### config.mk
export PLATFORM = sky130hd
export DESIGN_NAME = wssr_regs
export DESIGN_NICKNAME = d
export VERILOG_FILES = /design/src/inc/wssr_pkg.sv /design/src/rtl/wssr_regs.sv /design/src/rtl/wssr_sticky.sv
export SDC_FILE = /design/constraint.sdc
export NUM_CORES = 1
export LEC_CHECK = 0
export BUFFER_PORTS_ARGS = -buffer_cell sky130_fd_sc_hd__buf_2
export CAP_MARGIN = 20
export CORE_MARGIN = 10
export CORE_UTILIZATION = 48
export CTS_CLUSTER_DIAMETER = 100
export DETAILED_ROUTE_END_ITERATION = 8
export PLACE_DENSITY = 0.87
export RECOVER_POWER = 50
export SLEW_MARGIN = 20
export SYNTH_ARGS = -nofsm -noshare
export SYNTH_HDL_FRONTEND = slang
export SYNTH_SLANG_ARGS = --single-unit
### constraint.sdc
create_clock -name clk -period 1.5 [get_ports clk]
set_input_delay 0 -clock clk [delete_from_list [all_inputs] [get_ports clk]]
set_output_delay 0 -clock clk [all_outputs]
set_load 0.05 [all_outputs]
### src/inc/wssr_pkg.sv
package wssr_pkg;

    // configuration space byte offsets
    localparam logic [7:0] OFF_CAP_PTR = 8'h34;
    localparam logic [7:0] OFF_SIGNATURE = 8'h40;
    localparam logic [7:0] OFF_WAKEUP = 8'h48;

    // signature register layout
    localparam int SCRATCH_LSB = 16;
    localparam int SCRATCH_W = 16;
    localparam int ID_LSB = 0;
    localparam int ID_W = 8;
    localparam logic [15:0] SCRATCH_RESET = 16'h0000;

    // arbitrary neutral identity values
    localparam logic [7:0] ID_ODD_DEFAULT = 8'hA5;
    localparam logic [7:0] ID_EVEN_DEFAULT = 8'h3C;

    // wakeup control and status layout
    localparam int PMCAP_BIT = 31;
    localparam int WAKEDEF_BIT = 30;
    localparam int FLAG_LSB = 16;
    localparam int FLAG_W = 5;
    localparam int MAGIC_FLAG_BIT = 16;
    localparam int PAT_FLAG_LSB = 17;
    localparam int PAT_EN_BIT = 1;
    localparam int MAG_EN_BIT = 0;
    localparam logic [31:0] WAKEUP_RESET = 32'h8000_0000;

    // capability pointer values
    localparam logic [7:0] CAP_PTR_PM = 8'hDC;
    localparam logic [7:0] CAP_PTR_NONE = 8'h00;

endpackage

### src/rtl/wssr_regs.sv
`timescale 1ns/1ps
// Overview of operation
// - signature byte alternates two identity values per read
// - upper sixteen signature bits are driver scratch
// - reserved bits read zero, ignore writes
// - pattern frame flags set when detector enabled
// - magic flag sets when magic detector enabled
// - flags clear on write one, zero ignored
// - bit one enables pattern frame detector
// - bit zero enables magic packet detector
// - D3hot to D0 clears both enables
// - no pm capability forces enables to zero
// - boot load sets magic enable from default
// - wakeup resets to top bit; 31:30 writable
// - capability pointer follows pm capability bit
module wssr_regs #(
    parameter logic [7:0] ID_ODD_READ = wssr_pkg::ID_ODD_DEFAULT,
    parameter logic [7:0] ID_EVEN_READ = wssr_pkg::ID_EVEN_DEFAULT
) (
    // clock and reset
    input wire logic clk,
    input wire logic rst_n,
    // configuration access
    input wire logic cfg_rd,
    input wire logic cfg_wr,
    input wire logic [7:0] cfg_addr,
    input wire logic [3:0] cfg_be,
    input wire logic [31:0] cfg_wdata,
    output logic [31:0] cfg_rdata,
    output logic cfg_rd_valid,
    // detector events and power state
    input wire logic [3:0] pattern_frame_rx,
    input wire logic magic_packet_rx,
    input wire logic d3hot_to_d0,
    // detector enables
    output logic pattern_detect_enable,
    output logic magic_detect_enable
);

    function automatic logic hit(input logic [7:0] addr, input logic [7:0] off);
        return addr[7:2] == off[7:2];
    endfunction

    logic sel_signature;
    logic sel_wk;
    logic sel_cap;
    logic wr_signature;
    logic wr_wk;
    logic [15:0] driver_scratch_field;
    logic [15:0] next_scratch;
    logic pm_capability_present;
    logic next_pm_cap;
    logic wake_default_latch;
    logic next_wake_def;
    logic next_pat_en;
    logic next_mag_en;
    logic boot_pending;
    logic next_boot_pending;
    logic id_phase;
    logic next_id_phase;
    logic [31:0] next_rdata;
    logic next_rd_valid;
    logic [4:0] flag_set;
    logic [4:0] flag_clr;
    logic [4:0] flags;
    logic [7:0] identity_byte;

    assign sel_signature = hit(cfg_addr, wssr_pkg::OFF_SIGNATURE);
    assign sel_wk = hit(cfg_addr, wssr_pkg::OFF_WAKEUP);
    assign sel_cap = hit(cfg_addr, wssr_pkg::OFF_CAP_PTR);
    assign wr_signature = cfg_wr && sel_signature;
    assign wr_wk = cfg_wr && sel_wk;
    assign identity_byte = id_phase ? ID_EVEN_READ : ID_ODD_READ;

    // control and configuration bits
    always_comb begin
        next_scratch = driver_scratch_field;
        next_pm_cap = pm_capability_present;
        next_wake_def = wake_default_latch;
        next_pat_en = pattern_detect_enable;
        next_mag_en = magic_detect_enable;
        next_boot_pending = boot_pending;
        if (wr_signature && cfg_be[2]) begin
            next_scratch[7:0] = cfg_wdata[23:16];
        end
        if (wr_signature && cfg_be[3]) begin
            next_scratch[15:8] = cfg_wdata[31:24];
        end
        if (wr_wk && cfg_be[3]) begin
            next_pm_cap = cfg_wdata[wssr_pkg::PMCAP_BIT];
            next_wake_def = cfg_wdata[wssr_pkg::WAKEDEF_BIT];
        end
        if (wr_wk && cfg_be[0]) begin
            next_pat_en = cfg_wdata[wssr_pkg::PAT_EN_BIT];
            next_mag_en = cfg_wdata[wssr_pkg::MAG_EN_BIT];
        end
        // first load of the strap byte after reset seeds magic enable
        if (boot_pending && wr_wk && cfg_be[3]) begin
            next_mag_en = cfg_wdata[wssr_pkg::PMCAP_BIT] &
                          cfg_wdata[wssr_pkg::WAKEDEF_BIT];
            next_boot_pending = 1'b0;
        end
        if (d3hot_to_d0) begin
            next_pat_en = 1'b0;
            next_mag_en = 1'b0;
        end
        if (!next_pm_cap) begin
            next_pat_en = 1'b0;
            next_mag_en = 1'b0;
        end
    end

    always_ff @(posedge clk or negedge rst_n) begin
        if (!rst_n) begin
            driver_scratch_field <= wssr_pkg::SCRATCH_RESET;
            pm_capability_present <= wssr_pkg::WAKEUP_RESET[wssr_pkg::PMCAP_BIT];
            wake_default_latch <= wssr_pkg::WAKEUP_RESET[wssr_pkg::WAKEDEF_BIT];
            pattern_detect_enable <= wssr_pkg::WAKEUP_RESET[wssr_pkg::PAT_EN_BIT];
            magic_detect_enable <= wssr_pkg::WAKEUP_RESET[wssr_pkg::MAG_EN_BIT];
            boot_pending <= 1'b1;
        end else begin
            driver_scratch_field <= next_scratch;
            pm_capability_present <= next_pm_cap;
            wake_default_latch <= next_wake_def;
            pattern_detect_enable <= next_pat_en;
            magic_detect_enable <= next_mag_en;
            boot_pending <= next_boot_pending;
        end
    end

    // sticky wake flags, bit 0 magic, bits 4:1 patterns 0..3
    always_comb begin
        flag_set = {pattern_frame_rx & {4{pattern_detect_enable}},
                    magic_packet_rx & magic_detect_enable};
        flag_clr = '0;
        if (wr_wk && cfg_be[2]) begin
            flag_clr = cfg_wdata[wssr_pkg::FLAG_LSB +: wssr_pkg::FLAG_W];
        end
    end

    wssr_sticky #(
        .W(wssr_pkg::FLAG_W)
    ) u_flags (
        .clk(clk),
        .rst_n(rst_n),
        .set(flag_set),
        .clr(flag_clr),
        .q(flags)
    );

    // read path, data held until the next read
    always_comb begin
        next_rdata = cfg_rdata;
        next_rd_valid = cfg_rd;
        next_id_phase = id_phase;
        if (cfg_rd) begin
            next_rdata = 32'h0000_0000;
            if (sel_signature) begin
                next_rdata[wssr_pkg::SCRATCH_LSB +: wssr_pkg::SCRATCH_W] = driver_scratch_field;
                next_rdata[wssr_pkg::ID_LSB +: wssr_pkg::ID_W] = identity_byte;
                next_id_phase = ~id_phase;
            end else if (sel_wk) begin
                next_rdata[wssr_pkg::PMCAP_BIT] = pm_capability_present;
                next_rdata[wssr_pkg::WAKEDEF_BIT] = wake_default_latch;
                next_rdata[wssr_pkg::FLAG_LSB +: wssr_pkg::FLAG_W] = flags;
                next_rdata[wssr_pkg::PAT_EN_BIT] = pattern_detect_enable;
                next_rdata[wssr_pkg::MAG_EN_BIT] = magic_detect_enable;
            end else if (sel_cap) begin
                next_rdata[7:0] = pm_capability_present ? wssr_pkg::CAP_PTR_PM
                                                        : wssr_pkg::CAP_PTR_NONE;
            end
        end
    end

    always_ff @(posedge clk or negedge rst_n) begin
        if (!rst_n) begin
            cfg_rdata <= 32'h0000_0000;
            cfg_rd_valid <= 1'b0;
            id_phase <= 1'b0;
        end else begin
            cfg_rdata <= next_rdata;
            cfg_rd_valid <= next_rd_valid;
            id_phase <= next_id_phase;
        end
    end

    // helper state watched only by the checks below
    logic rd_was_signature;
    logic next_rd_was_signature;
    logic rd_was_wk;
    logic next_rd_was_wk;
    logic have_prev_id;
    logic next_have_prev_id;
    logic [7:0] last_id;
    logic [7:0] next_last_id;

    always_comb begin
        next_rd_was_signature = cfg_rd && sel_signature;
        next_rd_was_wk = cfg_rd && sel_wk;
        next_have_prev_id = have_prev_id;
        next_last_id = last_id;
        if (cfg_rd_valid && rd_was_signature) begin
            next_have_prev_id = 1'b1;
            next_last_id = cfg_rdata[7:0];
        end
    end

    always_ff @(posedge clk or negedge rst_n) begin
        if (!rst_n) begin
            rd_was_signature <= 1'b0;
            rd_was_wk <= 1'b0;
            have_prev_id <= 1'b0;
            last_id <= 8'h00;
        end else begin
            rd_was_signature <= next_rd_was_signature;
            rd_was_wk <= next_rd_was_wk;
            have_prev_id <= next_have_prev_id;
            last_id <= next_last_id;
        end
    end
endmodule

### src/rtl/wssr_sticky.sv
`timescale 1ns/1ps
module wssr_sticky #(
    parameter int W = 5
) (
    // clock and reset
    input wire logic clk,
    input wire logic rst_n,
    // set and clear vectors, set wins
    input wire logic [W-1:0] set,
    input wire logic [W-1:0] clr,
    // flag state
    output logic [W-1:0] q
);

    logic [W-1:0] next_q;

    always_comb begin
        next_q = (q & ~clr) | set;
    end

    always_ff @(posedge clk or negedge rst_n) begin
        if (!rst_n) begin
            q <= '0;
        end else begin
            q <= next_q;
        end
    end

endmodule

After elaboration in Yosys (flattened, before gate mapping)
Index checks and enable logic that the tools add are counted.
Storage, ports and cells
  flip-flop bits (word level): 52
  word-level logic and storage cells: 53
Cells by class
  equal/unequal tests: 5
  mux-type cells: 20
  bitwise operators: 7
  reductions and logical operators: 10
Operators with widths (number)
  two-way mux 8 bit: 4
  two-way mux 5 bit: 3
  == test 6 x 5 -> 1 bit (second input constant): 2
  logical AND 1 bit: 9
  two-way mux 9 bit: 1
  two-way mux 1 bit: 8
  == test 6 x 4 -> 1 bit (second input constant): 1
  two-way mux 2 bit: 3
  two-way mux 6 bit: 1
  bitwise AND 5 bit: 1
  inverter 5 bit: 1
  bitwise OR 5 bit: 1
  bitwise AND 4 bit: 1
  inequality test 4 x 2 -> 1 bit (second input constant): 1
  inequality test 3 x 2 -> 1 bit (second input constant): 1
  bitwise AND 1 bit: 2
  AND reduction 2 bit: 1
  inverter 1 bit: 1

Logic depth before layout (Yosys ltp)
Gate-level depths: netlist of run 1.
  word-level depth: 7
  depth in mapped cells: 6
  gate-level depth less buffers: 4

Modules after synthesis
A second synthesis of run 1 with hierarchy kept.
Second synthesis, totals
  cell total of the unflattened synthesis: 211
  area total of the unflattened synthesis: 2331.0 µm²
Modules (own cells, without submodules)
  wssr_regs: times used 1, cells an instance 196, area an instance 2149.6 µm²
  wssr_sticky: times used 1, cells an instance 15, area an instance 181.4 µm²

Worst setup path after synthesis of run 1
OpenSTA, ideal clock, no wires.
  kind: input port to flip-flop
  from: input cfg_addr[7]
  to: register driver_scratch_field[10]
  arrival time: 1459 ps
  path slack: -83 ps
  cell stages on the path: 4
  path through: or4b_1 > buf_4 > nor4_4 > mux2_2
On the way
  longest elaborated chain between the ends: 3
RTL lines
  start, declared: line wssr_regs.sv:26  | input wire logic [7:0] cfg_addr,
  == test 6 x 5 -> 1 bit: line wssr_regs.sv:41  | return addr[7:2] == off[7:2];
  logical AND 1 bit: line wssr_regs.sv:71  | assign wr_signature = cfg_wr && sel_signature;
  logical AND 1 bit: line wssr_regs.sv:86  | if (wr_signature && cfg_be[3]) begin
  end signal, assigned: line wssr_regs.sv:115  | driver_scratch_field <= wssr_pkg::SCRATCH_RESET;
  end signal, assigned: line wssr_regs.sv:122  | driver_scratch_field <= next_scratch;
  end, declared: line wssr_regs.sv:49  | logic [15:0] driver_scratch_field;
Every way passes these cells.
A chain may end at the register's enable or synchronous reset.

==> results of run 1 <==
cell families after synthesis:
| group | after synthesis | share of synthesized area, % |
|---|---|---|
| AND/OR/NAND/NOR | 44 | 12.1 |
| flip-flops | 51 | 57.7 |
| XOR/XNOR | 1 | 0.395 |
| AO/OA/AOI/OAI | 28 | 10.3 |
| buffers and inverters | 22 | 5.65 |
| other | 1 | 0.169 |
| multiplexers | 28 | 13.7 |
state kept, by name, indices dropped and copies added (netlist names):
register	count
cfg_rdata	23
driver_scratch_field	16
u_flags.q	5
boot_pending	1
cfg_rd_valid	1
id_phase	1
magic_detect_enable	1
pattern_detect_enable	1
pm_capability_present	1
wake_default_latch	1
per-layer routing:
metal / vias to the layer above / track usage, %
li1: 816 / -
met1: 857 / 18.1
met2: 58 / 25.7
met3: 14 / 4.55
met4: 0 / 9.13
met5: - / 0
synthesized netlist by cell type, drive strengths merged (2+ instances only):
library cell  number  area (µm²)
nor2               9        33.8
a22o              21         184
nor4               3        48.8
clkbuf             5        18.8
or4                2        15.0
nor3               2        15.0
nand2             12        45.0
nand2b             2        12.5
mux2              18         203
nand3              4        20.0
dfstp              2        52.6
mux2i             10         100
or4b               2        20.0
dfrtp             49        1230
o21ai              4        20.0
nor2b              3        18.8
buf               12        87.6
inv                4        15.0
nand4              3        18.8
worst min path at each step:
| stage | startpoint | endpoint | slack [ns] | cells past startpoint |
|---|---|---|---|---|
| finish | cfg_wdata[0] | magic_detect_enable | 0.05 | 3 |
| global route | cfg_wdata[0] | magic_detect_enable | 0.07 | 3 |
| CTS | cfg_wdata[0] | magic_detect_enable | 0.03 | 3 |
| detailed placement | rst_n | u_flags.q[4] | 0.009 | 2 |
| global placement | rst_n | u_flags.q[4] | 0.004 | 2 |
| floorplan | rst_n | cfg_rd_valid | -0.30 | 0 |
metrics by stage:
stage | instance area [µm²] | hold WS, ns | utilization (%)
after global placement | 2690 | 0.00406 | 60.8
after detailed placement | 2690 | 0.00889 | 60.8
after floorplan | 2260 | -0.296 | -
after CTS | 3060 | 0.0288 | 69.3
after global routing | 3040 | 0.0735 | 69.0
final | 3040 | 0.0470 | 69.0
power by group through the flow:
| stage | clock, µW | combinational [µW] | sequential [µW] |
|---|---|---|---|
| 6_report | 1100 | 338 | 1460 |
| 5_1_grt | 1170 | 365 | 1470 |
| 4_1_cts | 1120 | 341 | 1460 |
| 3_5_place_dp | 0 | 291 | 1490 |
| 3_3_place_gp | 0 | 281 | 1490 |
| 2_1_floorplan | 0 | 169 | 1490 |
area by class of cell:
type / instances / area share, %
sequential: 51 / 42.0
tap: 52 / 2.14
multi-input combinational: 109 / 28.5
timing repair buffer: 106 / 22.4
clock buffer: 6 / 2.38
inverter: 5 / 0.617
clock inverter: 2 / 1.97
critical path, cell delays in order:
cell and delay [ns]:
dlygate4sd3_1 0.53, buf_2 0.20, clkinv_1 0.12, buf_4 0.19
nor4_4 0.28, buf_2 0.23, a22o_1 0.14
cells in the final DEF, fill, tap and decap left out, types with 2 or more instances in the layout:
cell type and instances:
nand2_1 12, nor4_4 3, dfrtp_1 49, dlygate4sd3_1 24, inv_1 4, bufinv_16 2
nor2_1 9, nand3_1 4, mux2_4 3, nand2b_1 2, conb_1 8, buf_4 15
clkbuf_1 12, o21ai_0 4, buf_2 55, a22o_1 21, or4_1 2, nor2b_1 3
dfstp_2 2, clkbuf_8 5, mux2_2 15, mux2i_1 10, nand4_1 3
what timing repair did:
item	CTS	global route
endpoints found under the setup margin	0	1
resized for setup	0	3
hold endpoints to repair	77	0
hold buffers	24	0
==> impl_metrics.csv, run 1 <==
group,metric,value,unit
detailed_routing,wl_met1,2370,µm
detailed_routing,drc_errors,0,
critical_path,path_class,"input port to flip-flop",
power,ir_drop,0.500,mV
floorplanning,pin_count,89,
sta,fin_tns_setup,0,ns
floorplanning,die_h,87.9,µm
yosys,ys_seq_elements,51,
detailed_routing,ant_nets,0,
sta,setup_ws,0.0478,ns
yosys,synth_area,0.00222,mm²
critical_path,startpoint_type,"input port",
sta,timing.final.crit_share,96.8,%
power,p_per_area,952,mW/mm²
floorplanning,dieArea,0.00773,mm²
critical_path,crit_start,"cfg_rd",
min_path,hold_class,"input port to flip-flop",
detailed_routing,via_per_inst,5.27,
critical_path,rrSetupSlack,0.08,ns
global_route,grt_pass1_wl,9450,µm
power,power,2900,µW
detailed_routing,finalWirelength,5930,µm
placement,dp_hpwl,4240,µm
detailed_routing,drt-initial-drc-count,141,
cells_and_area,drive_gt1_share,37.3,%
power,seq_power_share,50.4,%
critical_path,end_kind,"flip-flop",
power,switchingPower,654,µW
clocking,cts_tree,"yes",
yosys,yosysSeqAreaShare,57.7,%
yosys,syn_avg_cell_area,12.7,µm²
global_route,overflow,0,
placement,finalWeightedCongestion,0.825,
detailed_routing,dr_wl_met3,439,µm
yosys,ys.warnings.count,0,
global_route,antenna_found_initial,0,
clocking,cts.sinks,51,
yosys,synthCells,175,
yosys,synth_edf_count,0,
power,power.leakage,0.00153,µW
cells_and_area,syn_to_final_growth,37.4,%
detailed_routing,maxUsedRoutingLayer,"met4",
sta,maxSlewHeadroom,26.9,%
floorplanning,start_util,50.2,%
sta,skew,0.00774,ns
sta,setup_viol,0,
sta,report.final.slew_viol_count,0,
sta,worst_slew_pin_slew,1.10,ns
flow_run,maxCapViolCount,0,
detailed_routing,route.met2.wl,2950,µm
critical_path,r2r_end,"cfg_rdata[6]",
floorplanning,std_cell_rows,24,
global_route,grt_pass1_vias,1906,
power,power_frac_comb,11.7,%
clocking,clk_pin_slew_worst_paths,0.09,ns
global_route,gr-usage-all-layers,15.8,%
cells_and_area,multiInputGateArea,868,µm²
status,status,"finished, final reports clean",
yosys,synthFlopType,"dfrtp_1",
cells_and_area,fillers,290,
clocking,cts_max_level,2,
clocking,cts_made_buffers,5,
power,switching_share,22.6,%
power,internal-power,2240,µW
critical_path,worstPathRequired,1.75,ns
placement,dp_cells,298,
critical_path,cp.arrival,1.70,ns
critical_path,r2r-start,"pm_capability_present",
yosys,ys_types,30,
clocking,clock_latency,0.30,ns
floorplanning,core,0.00441,mm²
critical_path,cp_max_fo,10,
floorplanning,fp.dieW,87.9,µm
clocking,cts_setup_buffers,0,
critical_path,r2r_cells,3,
global_route,grt_max_degree,52,
sta,hold_viol_final,0,
cells_and_area,num_antenna_cells,0,
cells_and_area,seq_area,0.00128,mm²
cells_and_area,fin_nets,332,
clocking,cts_root_buf,"clkbuf_8",
detailed_routing,vias,1745,
placement,port_buffers,63,
placement,post-place-ws,-0.129,ns
cells_and_area,final_cells,331,
detailed_routing,drt_first_pass_iters,4,
sta,rsz0062_at_grt,"yes",
power,p_clk_share,37.9,%
detailed_routing,wl_per_cell,17.9,µm
sta,clock.fmax,0.689,GHz
yosys,async_reset_ff_share,100,%
critical_path,cp-endpoint,"cfg_rdata[21]",
sta,finalCriticalPeriod,1.45,ns
clocking,clk_path_buf_depth,2,
(Power assumes the default switching activity.)
==> run 2: changes to the inputs <==
CORE_UTILIZATION = 35   (was 48)
PLACE_DENSITY = 0.69   (was 0.87)
==> impl_metrics.csv, run 2 (same netlist as run 1, synthesis figures left out) <==
group,metric,value,unit
floorplanning,std_cell_rows,28,
flow_run,maxCapViolCount,0,
clocking,cts_max_level,2,
critical_path,end_kind,"flip-flop",
critical_path,r2r_cells,3,
clocking,clock_latency,0.30,ns
critical_path,cp.arrival,1.63,ns
global_route,grt_max_degree,52,
sta,setup_viol,0,
detailed_routing,ant_nets,0,
global_route,grt_pass1_vias,1803,
clocking,cts.sinks,51,
power,p_per_area,876,mW/mm²
global_route,grt_pass1_wl,9200,µm
floorplanning,start_util,36.8,%
placement,dp_hpwl,4110,µm
cells_and_area,layout_commonest_cell,"buf_2",
global_route,overflow,0,
critical_path,startpoint_type,"input port",
detailed_routing,drt_first_pass_iters,4,
cells_and_area,fillers,579,
clocking,cts_root_buf,"clkbuf_8",
clocking,cts_tree,"yes",
detailed_routing,finalWirelength,5470,µm
critical_path,crit_chain,"buf_2, or4b_1, nor4_4, buf_4, mux2_2",
status,status,"finished, final reports clean",
min_path,hold_class,"input port to flip-flop",
sta,clock.fmax,0.696,GHz
sta,skew,0.00943,ns
power,power,2600,µW
cells_and_area,final_area,0.00297,mm²
sta,rsz0062_at_grt,"no",
critical_path,cp_slowest_cell,"or4b_1",
sta,timing.final.crit_share,95.8,%
cells_and_area,drive_gt1_share,35.8,%
sta,report.final.slew_viol_count,0,
critical_path,r2r-start,"pm_capability_present",
global_route,antenna_found_initial,0,
detailed_routing,drc_errors,0,
critical_path,rrSetupSlack,0.11,ns
power,ir_drop,0.389,mV
floorplanning,pin_count,89,
floorplanning,fp.dieW,99.6,µm
clocking,clk_path_buf_depth,2,
detailed_routing,drt-initial-drc-count,40,
power,power.leakage,0.00148,µW
placement,placed_cell_area,0.00267,mm²
sta,worst_slew_pin_slew,1.12,ns
critical_path,cp_max_fo,8,
clocking,cts_made_buffers,5,
detailed_routing,via_per_inst,4.76,
critical_path,worstPathRequired,1.69,ns
detailed_routing,wl_per_cell,15.8,µm
critical_path,path_class,"input port to flip-flop",
global_route,gr-usage-all-layers,11.2,%
critical_path,critPathBufInv,2,
critical_path,r2r_end,"cfg_rdata[2]",
min_path,hold_depth,3,
floorplanning,dieArea,0.00991,mm²
cells_and_area,final_cell_mix,"buf_2 (55), dfrtp_1 (49), dlygate4sd3_1 (24), a22o_1 (21), mux2_2 (15)",
cells_and_area,syn_to_final_growth,34.0,%
min_path,hp-start,"cfg_wdata[0]",
floorplanning,core,0.00603,mm²
sta,maxSlewHeadroom,25.2,%
cells_and_area,top_register,"cfg_rdata",
cells_and_area,largest_reg_flops,23,
cells_and_area,top_regs,"cfg_rdata (23), driver_scratch_field (16), u_flags.q (5)",
detailed_routing,vias,1647,
critical_path,crit_family,"simple AND/OR/NAND/NOR gates",
cells_and_area,fin_nets,324,
floorplanning,die_h,99.6,µm
min_path,min_to,"magic_detect_enable",
critical_path,max_stage_delay,0.71,ns
sta,finalCriticalPeriod,1.44,ns
clocking,clk_pin_slew_worst_paths,0.10,ns
sta,hold_viol_final,0,
cells_and_area,num_antenna_cells,0,
placement,port_buffers,63,
placement,finalWeightedCongestion,0.749,
[run 2: changes by cell type in the layout (fill, tap and decap cells not counted), moves of 2 or more]
| cell | change |
|---|---|
| inv_6 | +2 |
| clkbuf_1 | -3 |
| buf_4 | -6 |
| bufinv_16 | -2 |
[run 2: how the worst max path moves through the flow]
| stage | startpoint | endpoint | cells after the start |
|---|---|---|---|
| floorplan | cfg_addr[7] | driver_scratch_field[10] | 4 |
| global placement | cfg_addr[7] | driver_scratch_field[8] | 5 |
| detailed placement | cfg_addr[7] | driver_scratch_field[12] | 5 |
| CTS | pm_capability_present | cfg_rdata[2] | 3 |
| global route | rst_n | cfg_rdata[21] | 3 |
| finish | cfg_addr[7] | driver_scratch_field[8] | 5 |
[run 2: report_power, final]
group | leakage, µW | internal, µW | total, µW | switching [µW]
registers | 0.000695 | 1430 | 1460 | 33.3
logic | 0.000739 | 141 | 320 | 179
clock network | 0.0000489 | 339 | 821 | 483
total | 0.00148 | 1910 | 2600 | 695
[run 2: worst min-delay path: stages]
cell	delay, ns
buf_2	0.10
mux2i_1	0.14
a211oi_1	0.09
[run 2: final cells by class]
cell class / count / area [µm²] / area share [%]
Clock inverter: 3 / 22.5 / 0.758
Clock buffer: 5 / 68.8 / 2.32
Tap cell: 75 / 93.8 / 3.16
Inverter: 5 / 18.8 / 0.632
Sequential cell: 51 / 1280 / 43.0
Timing Repair Buffer: 98 / 637 / 21.4
Multi-Input combinational cell: 109 / 851 / 28.6
[run 2: repair_timing]
| item | 4_1_cts | 5_1_grt |
|---|---|---|
| hold buffers | 24 | 0 |
| endpoints found under the hold margin | 77 | 0 |
| gates resized for setup | 0 | 0 |
| buffers inserted | 0 | 0 |
[run 2: stage by stage]
step           setup WS, ns  util, %  setup TNS (ns)  std cells  hold slack [ns]
2_1_floorplan       -0.0677        -          -0.835        182           -0.296
3_3_place_gp        -0.0899     44.4          -0.936        314          0.00901
3_5_place_dp         -0.134     44.4           -1.38        314           0.0140
4_1_cts              0.0932     49.9               0        346           0.0455
5_1_grt              0.0125     49.3               0        346           0.0981
6_report             0.0628     49.3               0        346           0.0558
[run 2: routing by layer]
layer,part of all wire [%],global-route usage [%],vias up
li1,-,-,805
met1,46,14.4,795
met2,47,17.4,42
met3,6.7,4.01,5
met4,0.57,2.65,0
met5,0,0,-
==> run 3: changes to the inputs <==
ABC_AREA = 1   (was default)
PLACE_DENSITY = 0.68   (was 0.69)
REMOVE_ABC_BUFFERS = 1   (was default)
==> impl_metrics.csv, run 3 <==
group,metric,value,unit
status,status,"finished, final reports clean",
floorplanning,dieArea,0.0104,mm²
sta,skew,0.00152,ns
global_route,gr-usage-all-layers,10.9,%
yosys,synthCells,253,
placement,port_buffers,63,
yosys,synth_area,0.00236,mm²
sta,setup_viol,0,
cells_and_area,top_regs,"cfg_rdata (23), driver_scratch_field (16), u_flags.q (5)",
placement,finalWeightedCongestion,0.845,
yosys,ys_types,28,
sta,clock.fmax,0.830,GHz
yosys,synthFlopType,"dfrtp_1",
detailed_routing,via_per_inst,4.40,
placement,post-place-ws,0.316,ns
floorplanning,pin_count,89,
floorplanning,start_util,36.6,%
power,ir_drop,0.349,mV
flow_run,maxCapViolCount,0,
detailed_routing,drt_first_pass_iters,4,
critical_path,startpoint_type,"input port",
sta,setup_ws,0.295,ns
detailed_routing,wl_met1,2520,µm
cells_and_area,top_register,"cfg_rdata",
clocking,cts.sinks,51,
min_path,min_to,"pm_capability_present",
cells_and_area,final_core_util,46.9,%
floorplanning,die_h,102,µm
critical_path,crit_chain,"dlygate4sd3_1, clkbuf_1, inv_2, nor2_8, inv_2, nand2_1, inv_2, o21ai_1",
cells_and_area,syn_to_final_growth,28.3,%
global_route,grt_max_degree,32,
critical_path,r2r_end,"cfg_rdata[7]",
critical_path,r2r_cells,4,
floorplanning,fp.dieW,102,µm
detailed_routing,ant_nets,0,
yosys,synth_common_cells,"nand2_1 (71), dfrtp_1 (49), inv_1 (29), nor2_1 (16), o21ai_2 (15)",
critical_path,worstPathRequired,1.73,ns
sta,finalCriticalPeriod,1.21,ns
floorplanning,core,0.00646,mm²
clocking,cts_tree,"yes",
clocking,cts_max_level,2,
critical_path,r2r-start,"pm_capability_present",
global_route,grt_pass1_wl,9020,µm
detailed_routing,route.met2.wl,2530,µm
critical_path,critPathBufInv,5,
critical_path,rrSetupSlack,0.47,ns
sta,fin_tns_setup,0,ns
detailed_routing,drt-initial-drc-count,72,
critical_path,path_class,"input port to flip-flop",
cells_and_area,final_cells,421,
clocking,clock_latency,0.30,ns
critical_path,cp_max_fo,12,
detailed_routing,vias,1851,
sta,hold_viol_final,0,
critical_path,end_kind,"flip-flop",
yosys,synth.top_cell.area_share,51.9,%
global_route,antenna_found_initial,0,
sta,timing.final.crit_share,80.4,%
yosys,ys_seq_elements,51,
detailed_routing,maxUsedRoutingLayer,"met4",
critical_path,crit_top_cell,"inv_2",
global_route,grt_pass1_vias,1920,
yosys,syn_avg_cell_area,9.33,µm²
critical_path,crit_family,"buffers and inverters",
clocking,clk_pin_slew_worst_paths,0.09,ns
global_route,overflow,0,
power,power.leakage,0.00169,µW
cells_and_area,drive_gt1_share,30.5,%
min_path,hold_class,"input port to flip-flop",
yosys,synth_top_area_cell,"dfrtp_1",
critical_path,max_stage_delay,0.52,ns
yosys,synth_edf_count,0,
placement,dp_cells,387,
yosys,async_reset_ff_share,100,%
cells_and_area,largest_reg_flops,23,
cells_and_area,fin_nets,397,
yosys,synthTopCellsByArea,"dfrtp_1 (52%), nand2_1 (11%), o21ai_2 (5.6%)",
critical_path,cp.arrival,1.44,ns
placement,dp_hpwl,4030,µm
clocking,clk_path_buf_depth,2,
detailed_routing,wl_per_cell,12.9,µm
detailed_routing,finalWirelength,5450,µm
clocking,ctsResizeCount,0,
detailed_routing,dr_wl_met3,338,µm
yosys,yosysSeqAreaShare,54.2,%
min_path,hold_depth,3,
sta,report.final.slew_viol_count,0,
cells_and_area,final_cell_mix,"nand2_1 (72), buf_2 (61), dfrtp_1 (49), inv_1 (29), dlygate4sd3_1 (26)",
yosys,ys.warnings.count,0,
cells_and_area,num_antenna_cells,0,
cells_and_area,layout_commonest_cell,"nand2_1",
yosys,synth_most_common_cell,"nand2_1",
min_path,hp-start,"cfg_be[3]",
clocking,cts_made_buffers,5,
sta,rsz0062_at_grt,"no",
power,p_per_area,869,mW/mm²
cells_and_area,fillers,659,
floorplanning,std_cell_rows,29,
critical_path,cp_slowest_cell,"dlygate4sd3_1",
detailed_routing,drc_errors,0,
clocking,cts_root_buf,"clkbuf_8",
run 3: cell count changes after synthesis, moves of 4 or more:
cell and change:
nand2_1 +59, inv_1 +25, a22o_1 -20, mux2_2 -18
o21ai_2 +15, mux2i_1 -10, a21oi_2 +9, nor2_1 +7
a22oi_1 +5, inv_2 +5, o21ai_0 +4
run 3: layout make-up:
class                           instances  area [µm²]  share of cell area [%]
Sequential cell                        51        1280                    42.2
Multi-Input combinational cell        159         833                    27.5
Timing Repair Buffer                   91         588                    19.4
Inverter                               35         133                    4.38
Clock buffer                            8         100                    3.30
Tap cell                               77        96.3                    3.18
run 3: metal layers:
metal | vias to the layer above | global-route usage, %
met4 | 0 | 3.25
li1 | 953 | -
met1 | 846 | 13.2
met5 | - | 0
met2 | 47 | 17.9
met3 | 5 | 3.71
run 3: worst max path at each step:
stage / start / endpoint / slack, ns / cells after the start
finish: cfg_rd / cfg_rdata[4] / 0.29 / 8
detailed placement: cfg_addr[7] / cfg_rdata[4] / 0.32 / 10
floorplan: cfg_rdata[4] / cfg_rdata[4] / 0.34 / 2
global placement: cfg_addr[7] / cfg_rdata[4] / 0.33 / 10
CTS: cfg_wdata[1] / pattern_detect_enable / 0.34 / 5
global route: cfg_rd / cfg_rdata[4] / 0.14 / 8
run 3: kinds of logic (layout without fill, tap and decap cells):
| logic type | Yosys count | in the layout | synth area share, % |
|---|---|---|---|
| AOI/OAI and AO/OA | 41 | 41 | 13.3 |
| buffers and inverters | 50 | 134 | 10.7 |
| DFF | 51 | 51 | 54.2 |
| other | 1 | 8 | 0.159 |
| and+or+nand+nor | 110 | 110 | 21.7 |
run 3: where the power goes:
part | internal (µW) | switching [µW]
clock | 422 | 433
sequential | 1430 | 21.3
combinational | 122 | 209
total | 1970 | 663
run 3: stage by stage:
| stage | hold WS [ns] | total power (µW) | area (µm²) |
|---|---|---|---|
| final | 0.0227 | 2630 | 3030 |
| after global routing | 0.0320 | 2770 | 3030 |
| after CTS | 0.00973 | 2690 | 3070 |
| after detailed placement | -0.00191 | 1770 | 2710 |
| after global placement | -0.00860 | 1760 | 2710 |
| after floorplan | -0.296 | 1640 | 2270 |
run 3: repair_timing:
action | in CTS | in global routing
endpoints found under the hold margin | 45 | 0
buffers inserted | 0 | 0
hold buffers | 26 | 0
run 3: worst reg2reg max path, cell delays in order, from the launching register on:
cell and delay (ns):
dfstp_1 0.56, inv_1 0.07, nor3_1 0.17, nand2_1 0.09, nand3_1 0.08
